### config.mk
export PLATFORM = sky130hd
export DESIGN_NAME = cap_codec_end_flat
export DESIGN_NICKNAME = d
export VERILOG_FILES = /design/src/cap_pkg.sv /design/src/cap_link_if.sv /design/src/cap_codec_end.sv /design/src/flat_wrapper.sv
export SDC_FILE = /design/constraint.sdc
export NUM_CORES = 1
export LEC_CHECK = 0
export BUFFER_PORTS_ARGS = -buffer_cell sky130_fd_sc_hd__buf_2
export CORE_MARGIN = 10
export CORE_UTILIZATION = 29
export CTS_CLUSTER_SIZE = 10
export DETAILED_ROUTE_END_ITERATION = 7
export HOLD_SLACK_MARGIN = 0.08
export PLACE_DENSITY = 0.5
export SYNTH_ARGS = -nofsm -noshare
export SYNTH_HDL_FRONTEND = slang
export SYNTH_SLANG_ARGS = --single-unit
### constraint.sdc
create_clock -name hclk -period 5.9 [get_ports hclk]
set_input_delay 0.59 -clock hclk [delete_from_list [all_inputs] [get_ports hclk]]
set_output_delay 0.59 -clock hclk [all_outputs]
set_load 0.03 [all_outputs]
### src/cap_pkg.sv
// shared constants, slot types and slot helpers for the audio port ends
package cap_pkg;

	// ********************************************
	// sample layout and formats
	// ********************************************
	localparam int SAMPLE_W = 20;
	localparam int SHORT_W = 16;
	localparam int SHORT_PAD = 4;
	localparam logic [1:0] FMT_LJ20_RJ16 = 2'h0;
	localparam logic [1:0] FMT_LJ20_RJ20 = 2'h1;
	localparam logic [1:0] FMT_LJ20_LJ20 = 2'h2;
	localparam logic [1:0] FMT_I2S = 2'h3;

	typedef enum logic [2:0] {
		SLOT_MSB20,
		SLOT_LSB16,
		SLOT_LSB20,
		SLOT_I2S20,
		SLOT_I2S16
	} cap_slot_t;

	// ********************************************
	// device timing and filter
	// ********************************************
	localparam int INIT_FRAMES = 4128;
	localparam int INIT_CNT_W = 13;
	localparam int HPF_SHIFT = 11;
	localparam int ACC_W = 34;
	localparam logic signed [ACC_W-1:0] SAMPLE_MAX = 34'sh0007FFFF;
	localparam logic signed [ACC_W-1:0] SAMPLE_MIN = -34'sh00080000;
	localparam logic [10:0] MCLK_384_MIN = 11'h140;
	localparam logic [10:0] INT_TICKS = 11'h100;
	localparam logic [7:0] BCLK_32FS = 8'h20;
	localparam logic [5:0] POS_MAX = 6'h3F;

	// ********************************************
	// controller clock generation
	// ********************************************
	localparam logic [4:0] BCLK_HALF = 5'h10;
	localparam logic [5:0] HALF_BITS = 6'h18;
	localparam logic [5:0] FRAME_BITS = 6'h30;
	localparam logic [2:0] MCLK_HALF_256 = 3'h3;
	localparam logic [2:0] MCLK_HALF_384 = 3'h2;

	// ********************************************
	// controller registers
	// ********************************************
	localparam logic [7:0] REG_CTRL = 8'h00;
	localparam logic [7:0] REG_STATUS = 8'h04;
	localparam logic [7:0] REG_IRQ_STATUS = 8'h08;
	localparam logic [7:0] REG_IRQ_MASK = 8'h0C;
	localparam logic [7:0] REG_TX_LEFT = 8'h10;
	localparam logic [7:0] REG_TX_RIGHT = 8'h14;
	localparam logic [7:0] REG_RX_LEFT = 8'h18;
	localparam logic [7:0] REG_RX_RIGHT = 8'h1C;
	localparam int CTRL_RUN = 0;
	localparam int CTRL_RELEASE = 1;
	localparam int CTRL_MCLK384 = 2;
	localparam int CTRL_FMT_LSB = 4;
	localparam int IRQ_FRAME = 0;
	localparam int IRQ_MISMATCH = 1;
	localparam logic [5:0] CTRL_RESET = 6'h00;

	// ********************************************
	// slot helpers
	// ********************************************
	function automatic cap_slot_t cap_capture_slot(input logic [1:0] fmt, input logic is32);
		if (fmt == FMT_I2S)
			cap_capture_slot = is32 ? SLOT_I2S16 : SLOT_I2S20;
		else
			cap_capture_slot = SLOT_MSB20;
	endfunction

	function automatic cap_slot_t cap_playback_slot(input logic [1:0] fmt, input logic is32);
		case (fmt)
			FMT_LJ20_RJ16: cap_playback_slot = SLOT_LSB16;
			FMT_LJ20_RJ20: cap_playback_slot = SLOT_LSB20;
			FMT_LJ20_LJ20: cap_playback_slot = SLOT_MSB20;
			default: cap_playback_slot = is32 ? SLOT_I2S16 : SLOT_I2S20;
		endcase
	endfunction

	// bit sent at slot position p of a half of length half
	function automatic logic cap_slot_bit(input logic [19:0] w, input logic [5:0] p,
		input cap_slot_t s, input logic [5:0] half);
		logic [5:0] i;
		i = 6'h00;
		cap_slot_bit = 1'b0;
		case (s)
			SLOT_MSB20: if (p < 6'h14) cap_slot_bit = w[5'h13 - p[4:0]];
			SLOT_LSB20: begin
				i = half - 6'h01 - p;
				if (i < 6'h14) cap_slot_bit = w[i[4:0]];
			end
			SLOT_LSB16: begin
				i = half - 6'h01 - p;
				if (i < 6'h10) cap_slot_bit = w[i[4:0] + 5'h04];
			end
			SLOT_I2S20: begin
				i = p - 6'h01;
				if (p != 6'h00 && i < 6'h14) cap_slot_bit = w[5'h13 - i[4:0]];
			end
			default: begin
				i = p - 6'h01;
				if (p != 6'h00 && i < 6'h10) cap_slot_bit = w[5'h13 - i[4:0]];
			end
		endcase
	endfunction

	function automatic logic cap_slot_take(input logic [5:0] p, input cap_slot_t s);
		case (s)
			SLOT_MSB20: cap_slot_take = p < 6'h14;
			SLOT_I2S20: cap_slot_take = p != 6'h00 && p <= 6'h14;
			SLOT_I2S16: cap_slot_take = p != 6'h00 && p <= 6'h10;
			default: cap_slot_take = 1'b1;
		endcase
	endfunction

	function automatic logic [19:0] cap_slot_word(input logic [19:0] sr, input cap_slot_t s);
		if (s == SLOT_LSB16 || s == SLOT_I2S16)
			cap_slot_word = {sr[SHORT_W-1:0], {SHORT_PAD{1'b0}}};
		else
			cap_slot_word = sr;
	endfunction

	function automatic logic cap_is_left(input logic [1:0] fmt, input logic frame_level);
		cap_is_left = (fmt == FMT_I2S) ? ~frame_level : frame_level;
	endfunction

endpackage

### src/cap_link_if.sv
// serial audio link between the codec end and the audio controller end
`timescale 1ns/10ps
interface cap_link_if;
	logic master_clk;
	logic bit_clk;
	logic frame_sync_clk;
	logic powerdown_n;
	logic playback_serial_in;
	logic capture_serial_out_a;
	logic capture_serial_out_b;

	modport device (
		input  master_clk,
		input  bit_clk,
		input  frame_sync_clk,
		input  powerdown_n,
		input  playback_serial_in,
		output capture_serial_out_a,
		output capture_serial_out_b
	);

	modport host (
		output master_clk,
		output bit_clk,
		output frame_sync_clk,
		output powerdown_n,
		output playback_serial_in,
		input  capture_serial_out_a,
		input  capture_serial_out_b
	);
endinterface

### src/cap_codec_end.sv
// codec end: clock intake, init cycle, capture high-pass and serial audio port
//
// Our own choices: the AHB-Lite interface to the registers and the placing of the registers.
`timescale 1ns/10ps
module cap_codec_end #(
	parameter int INIT_FRAMES = cap_pkg::INIT_FRAMES
) (
	input  wire logic        hclk,
	input  wire logic        hresetn,
	cap_link_if.device       link,
	input  wire logic [3:0]  power_manage_bits,
	input  wire logic [1:0]  format_select,
	input  wire logic        capture_out_b_mute,
	input  wire logic [19:0] adc_left,
	input  wire logic [19:0] adc_right,
	output logic      [19:0] playback_left,
	output logic      [19:0] playback_right,
	output logic             playback_valid,
	output logic             init_done,
	output logic             input_gain_amp_mute,
	output logic             mclk_is_384,
	output logic             mclk_locked,
	output logic             bclk_is_32fs
);

	// ********************************************
	// filter helpers
	// ********************************************
	function automatic logic [cap_pkg::ACC_W-1:0] hpf_step(input logic [19:0] x, input logic [19:0] xp,
		input logic [cap_pkg::ACC_W-1:0] acc);
		logic signed [cap_pkg::ACC_W-1:0] d;
		d = (cap_pkg::ACC_W'(signed'(x)) - cap_pkg::ACC_W'(signed'(xp))) <<< cap_pkg::HPF_SHIFT;
		hpf_step = acc + d - cap_pkg::ACC_W'(signed'(acc) >>> cap_pkg::HPF_SHIFT);
	endfunction

	function automatic logic [19:0] hpf_out(input logic [cap_pkg::ACC_W-1:0] acc);
		logic signed [cap_pkg::ACC_W-1:0] y;
		y = signed'(acc) >>> cap_pkg::HPF_SHIFT;
		if (y > cap_pkg::SAMPLE_MAX)
			hpf_out = cap_pkg::SAMPLE_MAX[19:0];
		else if (y < cap_pkg::SAMPLE_MIN)
			hpf_out = cap_pkg::SAMPLE_MIN[19:0];
		else
			hpf_out = y[19:0];
	endfunction

	// ********************************************
	// pin synchronisers
	// ********************************************
	// bit 4 data in, 3 master, 2 bit clock, 1 frame sync, 0 powerdown
	logic [4:0] pin_s1;
	logic [4:0] pin_s2;
	logic [4:0] pin_s3;

	always_ff @(posedge hclk or negedge hresetn) begin
		if (!hresetn) begin
			pin_s1 <= 5'h00;
			pin_s2 <= 5'h00;
			pin_s3 <= 5'h00;
		end else begin
			pin_s1 <= {link.playback_serial_in, link.master_clk, link.bit_clk,
				link.frame_sync_clk, link.powerdown_n};
			pin_s2 <= pin_s1;
			pin_s3 <= pin_s2;
		end
	end

	logic             mclk_rise;
	logic             bclk_rise;
	logic             bclk_fall;
	logic             frame_lvl;
	logic             dev_off;
	logic             frame_sync_clk_half;
	logic             half_start;
	logic             left_now;
	logic             left_start;
	logic             right_start;
	logic [5:0]       pos;
	logic [5:0]       next_pos;
	logic [5:0]       half_len;
	cap_pkg::cap_slot_t cap_slot;
	cap_pkg::cap_slot_t pb_slot;

	assign mclk_rise = pin_s2[3] & ~pin_s3[3];
	assign bclk_rise = pin_s2[2] & ~pin_s3[2];
	assign bclk_fall = ~pin_s2[2] & pin_s3[2];
	assign frame_lvl = pin_s2[1];
	// powerdown pin or all power bits clear
	assign dev_off = ~pin_s2[0] | (power_manage_bits == 4'h0);
	assign half_start = bclk_fall & (frame_lvl != frame_sync_clk_half);
	assign left_now = cap_pkg::cap_is_left(format_select, frame_lvl);
	assign left_start = half_start & left_now;
	assign right_start = half_start & ~left_now;
	assign next_pos = half_start ? 6'h00 : ((pos == cap_pkg::POS_MAX) ? pos : pos + 6'h01);
	assign cap_slot = cap_pkg::cap_capture_slot(format_select, bclk_is_32fs);
	assign pb_slot = cap_pkg::cap_playback_slot(format_select, bclk_is_32fs);

	// ********************************************
	// slot position within each half frame
	// ********************************************
	always_ff @(posedge hclk or negedge hresetn) begin
		if (!hresetn) begin
			pos <= 6'h00;
			frame_sync_clk_half <= 1'b0;
			half_len <= 6'h00;
		end else if (dev_off) begin
			pos <= 6'h00;
			frame_sync_clk_half <= 1'b0;
			half_len <= 6'h00;
		end else if (bclk_fall) begin
			frame_sync_clk_half <= frame_lvl;
			pos <= next_pos;
			if (half_start)
				half_len <= pos + 6'h01;
		end
	end

	// ********************************************
	// clock rate detection
	// ********************************************
	logic [10:0] mclk_cnt;
	logic [10:0] tick_cnt;
	logic [7:0]  bclk_cnt;
	logic [1:0]  mod3;
	logic        int_tick;

	// drop every third master edge at 384fs
	assign int_tick = mclk_rise & (~mclk_is_384 | (mod3 != 2'h2));

	always_ff @(posedge hclk or negedge hresetn) begin
		if (!hresetn) begin
			mclk_cnt <= 11'h000;
			tick_cnt <= 11'h000;
			bclk_cnt <= 8'h00;
			mod3 <= 2'h0;
			mclk_is_384 <= 1'b0;
			mclk_locked <= 1'b0;
			bclk_is_32fs <= 1'b0;
		end else if (dev_off) begin
			mclk_cnt <= 11'h000;
			tick_cnt <= 11'h000;
			bclk_cnt <= 8'h00;
			mod3 <= 2'h0;
			mclk_is_384 <= 1'b0;
			mclk_locked <= 1'b0;
			bclk_is_32fs <= 1'b0;
		end else if (left_start) begin
			mclk_is_384 <= mclk_cnt >= cap_pkg::MCLK_384_MIN;
			mclk_locked <= tick_cnt == cap_pkg::INT_TICKS;
			bclk_is_32fs <= bclk_cnt == cap_pkg::BCLK_32FS;
			// an edge on the frame boundary opens the next count
			mclk_cnt <= {10'h000, mclk_rise};
			tick_cnt <= {10'h000, int_tick};
			bclk_cnt <= 8'h01;
			if (mclk_rise)
				mod3 <= (mod3 == 2'h2) ? 2'h0 : mod3 + 2'h1;
		end else begin
			if (mclk_rise) begin
				mclk_cnt <= mclk_cnt + 11'h001;
				mod3 <= (mod3 == 2'h2) ? 2'h0 : mod3 + 2'h1;
			end
			if (int_tick)
				tick_cnt <= tick_cnt + 11'h001;
			if (bclk_fall)
				bclk_cnt <= bclk_cnt + 8'h01;
		end
	end

	// ********************************************
	// initialization cycle
	// ********************************************
	logic [cap_pkg::INIT_CNT_W-1:0] frame_cnt;

	always_ff @(posedge hclk or negedge hresetn) begin
		if (!hresetn) begin
			frame_cnt <= '0;
			init_done <= 1'b0;
		end else if (dev_off) begin
			frame_cnt <= '0;
			init_done <= 1'b0;
		end else if (left_start && !init_done) begin
			frame_cnt <= frame_cnt + 1'b1;
			if (frame_cnt == cap_pkg::INIT_CNT_W'(INIT_FRAMES - 1))
				init_done <= 1'b1;
		end
	end

	assign input_gain_amp_mute = ~init_done;

	// ********************************************
	// capture high-pass filter
	// ********************************************
	logic [cap_pkg::ACC_W-1:0] acc_l;
	logic [cap_pkg::ACC_W-1:0] acc_r;
	logic [19:0]               xp_l;
	logic [19:0]               xp_r;
	logic [19:0]               cap_l;
	logic [19:0]               cap_r;

	always_ff @(posedge hclk or negedge hresetn) begin
		if (!hresetn) begin
			acc_l <= '0;
			acc_r <= '0;
			xp_l <= 20'h00000;
			xp_r <= 20'h00000;
			cap_l <= 20'h00000;
			cap_r <= 20'h00000;
		end else if (dev_off) begin
			acc_l <= '0;
			acc_r <= '0;
			xp_l <= 20'h00000;
			xp_r <= 20'h00000;
			cap_l <= 20'h00000;
			cap_r <= 20'h00000;
		end else if (right_start) begin
			acc_l <= hpf_step(adc_left, xp_l, acc_l);
			acc_r <= hpf_step(adc_right, xp_r, acc_r);
			xp_l <= adc_left;
			xp_r <= adc_right;
			cap_l <= init_done ? hpf_out(acc_l) : 20'h00000;
			cap_r <= init_done ? hpf_out(acc_r) : 20'h00000;
		end
	end

	// ********************************************
	// capture serial lines
	// ********************************************
	logic out_bit;
	logic sdo_a;
	logic sdo_b;

	assign out_bit = cap_pkg::cap_slot_bit(left_now ? cap_l : cap_r, next_pos, cap_slot, half_len);

	always_ff @(posedge hclk or negedge hresetn) begin
		if (!hresetn) begin
			sdo_a <= 1'b0;
			sdo_b <= 1'b0;
		end else if (dev_off) begin
			sdo_a <= 1'b0;
			sdo_b <= 1'b0;
		end else if (bclk_fall) begin
			sdo_a <= out_bit;
			sdo_b <= out_bit & ~capture_out_b_mute;
		end else begin
			// mute acts at once, not at the next bit
			sdo_b <= sdo_a & ~capture_out_b_mute;
		end
	end

	assign link.capture_serial_out_a = sdo_a;
	assign link.capture_serial_out_b = sdo_b;

	// ********************************************
	// playback receiver
	// ********************************************
	logic [19:0] pb_sr;

	always_ff @(posedge hclk or negedge hresetn) begin
		if (!hresetn) begin
			pb_sr <= 20'h00000;
			playback_left <= 20'h00000;
			playback_right <= 20'h00000;
			playback_valid <= 1'b0;
		end else if (dev_off) begin
			pb_sr <= 20'h00000;
			playback_left <= 20'h00000;
			playback_right <= 20'h00000;
			playback_valid <= 1'b0;
		end else begin
			playback_valid <= 1'b0;
			if (half_start) begin
				pb_sr <= 20'h00000;
				if (cap_pkg::cap_is_left(format_select, frame_sync_clk_half)) begin
					playback_left <= cap_pkg::cap_slot_word(pb_sr, pb_slot);
				end else begin
					playback_right <= cap_pkg::cap_slot_word(pb_sr, pb_slot);
					playback_valid <= 1'b1;
				end
			end else if (bclk_rise && cap_pkg::cap_slot_take(pos, pb_slot)) begin
				pb_sr <= {pb_sr[18:0], pin_s2[4]};
			end
		end
	end

endmodule // cap_codec_end

### src/flat_wrapper.sv
// flat-port wrapper written by rule: the top's interface ports become plain ports
module cap_codec_end_flat 
#(
	parameter int INIT_FRAMES = cap_pkg::INIT_FRAMES
)
  (hclk, hresetn, power_manage_bits, format_select, capture_out_b_mute, adc_left, adc_right, playback_left, playback_right, playback_valid, init_done, input_gain_amp_mute, mclk_is_384, mclk_locked, bclk_is_32fs, link_master_clk, link_bit_clk, link_frame_sync_clk, link_powerdown_n, link_playback_serial_in, link_capture_serial_out_a, link_capture_serial_out_b);
  cap_link_if link_i ();
  input  wire logic hclk;
  input  wire logic hresetn;
  input  wire logic [3:0] power_manage_bits;
  input  wire logic [1:0] format_select;
  input  wire logic capture_out_b_mute;
  input  wire logic [19:0] adc_left;
  input  wire logic [19:0] adc_right;
  output logic      [19:0] playback_left;
  output logic      [19:0] playback_right;
  output logic playback_valid;
  output logic init_done;
  output logic input_gain_amp_mute;
  output logic mclk_is_384;
  output logic mclk_locked;
  output logic bclk_is_32fs;
  input wire logic [$bits(link_i.master_clk)-1:0] link_master_clk;
  input wire logic [$bits(link_i.bit_clk)-1:0] link_bit_clk;
  input wire logic [$bits(link_i.frame_sync_clk)-1:0] link_frame_sync_clk;
  input wire logic [$bits(link_i.powerdown_n)-1:0] link_powerdown_n;
  input wire logic [$bits(link_i.playback_serial_in)-1:0] link_playback_serial_in;
  output wire logic [$bits(link_i.capture_serial_out_a)-1:0] link_capture_serial_out_a;
  output wire logic [$bits(link_i.capture_serial_out_b)-1:0] link_capture_serial_out_b;
  assign link_i.master_clk = link_master_clk;
  assign link_i.bit_clk = link_bit_clk;
  assign link_i.frame_sync_clk = link_frame_sync_clk;
  assign link_i.powerdown_n = link_powerdown_n;
  assign link_i.playback_serial_in = link_playback_serial_in;
  assign link_capture_serial_out_a = link_i.capture_serial_out_a;
  assign link_capture_serial_out_b = link_i.capture_serial_out_b;
  cap_codec_end #(.INIT_FRAMES(INIT_FRAMES)) u_core (.hclk(hclk), .hresetn(hresetn), .link(link_i), .power_manage_bits(power_manage_bits), .format_select(format_select), .capture_out_b_mute(capture_out_b_mute), .adc_left(adc_left), .adc_right(adc_right), .playback_left(playback_left), .playback_right(playback_right), .playback_valid(playback_valid), .init_done(init_done), .input_gain_amp_mute(input_gain_amp_mute), .mclk_is_384(mclk_is_384), .mclk_locked(mclk_locked), .bclk_is_32fs(bclk_is_32fs));
endmodule
==> qor.yml <==
status: "complete, no violations"
drive_above_1_share_pct: 9.52
cp_top_family: "compound AO/OA/AOI/OAI gates"
critPathKind: "reg2reg"
crit_path_start_kind: "register"
path_max_fanout: 8
start_util_pct: 29.4
setup_viol: 0
r2r_slack_ns: 0.50
ys.flop_type: "dfrtp_1"
hold_violations: 0
drt_iter0_markers: 798
ant_nets: 0
yosys.area.top_type_share_pct: 36.8
post_cts_buffers: 0
diodes: 0
die_w_um: 276
ir_drop_mv: 0.155
arrival_ns: 5.87
wire_per_inst_um: 16.4
row_count: 93
relSlewSlack_pct: 27.5
routed_wirelength_mm: 50.9
grt_start_max_net_pins: 132
clk_latency_ns: 0.55
finalMaxSlewViolations: 0
p_per_area_nw_per_um2: 302
vias_per_cell: 4.94
netlist_instances: 2167
skew_ns: 0.0293
synth_most_common_cell: "nand2_1"
drv_cap: 0
firstDrtPassIters: 5
seq_area_frac_synth_pct: 36.8
tightestPinTransition_ns: 1.09
holdCritPathClass: "in2async"
dieArea_um2: 76100
synth_edf_count: 0
antenna_found_initial: 1
fin_crit_sh_pct: 91.6
clk_path_buf_depth: 3
period_needed_ns: 5.40
clockRootBuffer: "clkbuf_16"
grt_pass1_wl_mm: 83.8
io_buffers: 101
async_reset_ff_share_pct: 100
yosysUniqueCellTypes: 77
path_cells: "inv_1 -> ha_1 -> nor2b_1 -> o21ai_0 -> a21boi_0 -> o211ai_1 -> a21boi_0 -> o21ai_0 -> nand2_1 -> a2111oi_2 -> nor3_1 -> xor2_1 -> fa_1 -> ha_1 -> a21oi_2 -> nor2_1 -> or2_2 -> o31ai_2 -> o21bai_1 -> a41oi_2 -> mux2i_1 -> or3_1 -> a21oi_1"
place_hpwl_mm: 36.9
syn_area_um2: 19000
pin_count: 102
cp.depth: 23
ys_warn_count: 0
fmax_mhz: 185
layout.nets: 2480
r2r_cells: 23
synthTopCellsByCount: "nand2_1, dfrtp_1, a21oi_1"
final_util_pct: 33.6
tns_ns: 0
drc: 0
cts_max_level: 2
syn_nets: 2410
p_leak_nw: 9.58
rsz0062_at_grt: "false"
die_y_um: 276
yosys_register_bits: 279
place_congestion: 0.889
setup.worst_path.end_class: "register"
grt_pass1_vias: 15457
holdWs_ns: 0.0763
gr-total-overflow: 0
synth_area_leader_cell: "dfrtp_1"
crit_buf_inv: 1
cp.required_ns: 6.37
cp_slowest_cell: "fa_1"
via_count: 15389
synth_area_leaders: "dfrtp_1, ha_1, nand2_1"
synthToLayoutAreaGrowth_pct: 14.2
clkSinkCount: 279
clk_pin_slew_ns: 0.06
avgSynthCellArea_um2: 8.76
numCtsBuffers: 38
cts_tree: "done"
max_stage_delay_ns: 0.44
core_um2: 64600
gr-usage-all-layers_pct: 13.4
==> flip-flops by register name (all words and copies together) (netlist names), 2 cells and up <==
signal                 flops
u_core.acc_l              34
u_core.acc_r              34
u_core.cap_l              20
u_core.cap_r              20
u_core.pb_sr              20
u_core.playback_left      20
u_core.playback_right     20
u_core.xp_l               20
u_core.xp_r               20
u_core.frame_cnt          13
u_core.mclk_cnt           11
u_core.tick_cnt           11
u_core.bclk_cnt            8
u_core.pos                 6
u_core.pin_s1              5
u_core.pin_s2              5
u_core.mod3                2
u_core.pin_s3              2
==> per-stage QoR <==
stage,setup WS [ns],area [um2],power (mW),std cells
finish,0.498,21700,6.55,3113
global route,0.0228,21700,6.99,3113
CTS,0.324,21700,6.63,3113
detailed placement,0.0884,20400,4.26,3052
global placement,0.172,20400,4.24,3052
floorplan,0.730,19000,3.75,2167
==> power breakdown <==
group / internal, mW / total, mW / switching (mW) / leakage, nW
registers: 1.97 / 2.04 / 0.0682 / 3.85
clock network: 1.42 / 2.30 / 0.881 / 0.608
logic: 0.920 / 2.21 / 1.29 / 5.12
total: 4.31 / 6.55 / 2.24 / 9.58
==> final cells by class <==
| cell class | instances | area (um2) |
|---|---|---|
| clock buffers | 52 | 1140 |
| inverters | 144 | 541 |
| fillers | 6774 | 42900 |
| well taps | 855 | 1070 |
| repair buffers | 120 | 696 |
| flip-flops and latches | 279 | 6980 |
| clock inverters | 9 | 100 |
| multi-input cells | 1654 | 11200 |
==> cells by family (layout without fill, tap and decap cells) <==
group                      Yosys count  after routing  synth area share (%)
and+or+nand+nor                    742            742                  17.2
AOI/OAI and AO/OA                  535            535                  17.5
DFF                                279            279                  36.8
buffers and inverters              234            325                  4.69
adders and majority gates          189            189                  14.4
xor gates and xnor gates           118            118                  5.49
muxes                               70             70                  3.99
==> repair_timing <==
| item | CTS | global route |
|---|---|---|
| resized for setup | 0 | 3 |
| hold buffers | 0 | 0 |
| setup endpoints to repair | 0 | 2 |
==> metal layers <==
metal  global-route usage, %  up-vias  wire, um
met5                       0        -         0
met4                    3.30        0      1030
met3                    2.26       61      2200
met2                    21.7      231     23200
met1                    18.3     7434     24500
li1                        -     7663         -
==> worst paths after layout <==
kind,startpoint,endpoint
worst min-delay path,hresetn,u_core.mclk_cnt[0]
max in group asynchronous,hresetn,u_core.xp_r[19]
worst max-delay path,u_core.xp_l[1],u_core.acc_l[33]
worst min register to register,u_core.pin_s1[0],u_core.pin_s2[0]
min in group hclk,link_playback_serial_in,u_core.pin_s1[4]
worst max register to register,u_core.xp_l[1],u_core.acc_l[33]
==> cells in the final DEF (no fill, tap or decap), types with 61 or more instances in the layout <==
cell type	count
buf_2	100
nor2_1	187
dfrtp_1	279
ha_1	141
nand2_1	336
inv_1	142
xnor2_1	66
o21ai_0	99
a21oi_1	218
mux2i_1	61
(Power assumes the default switching activity.)
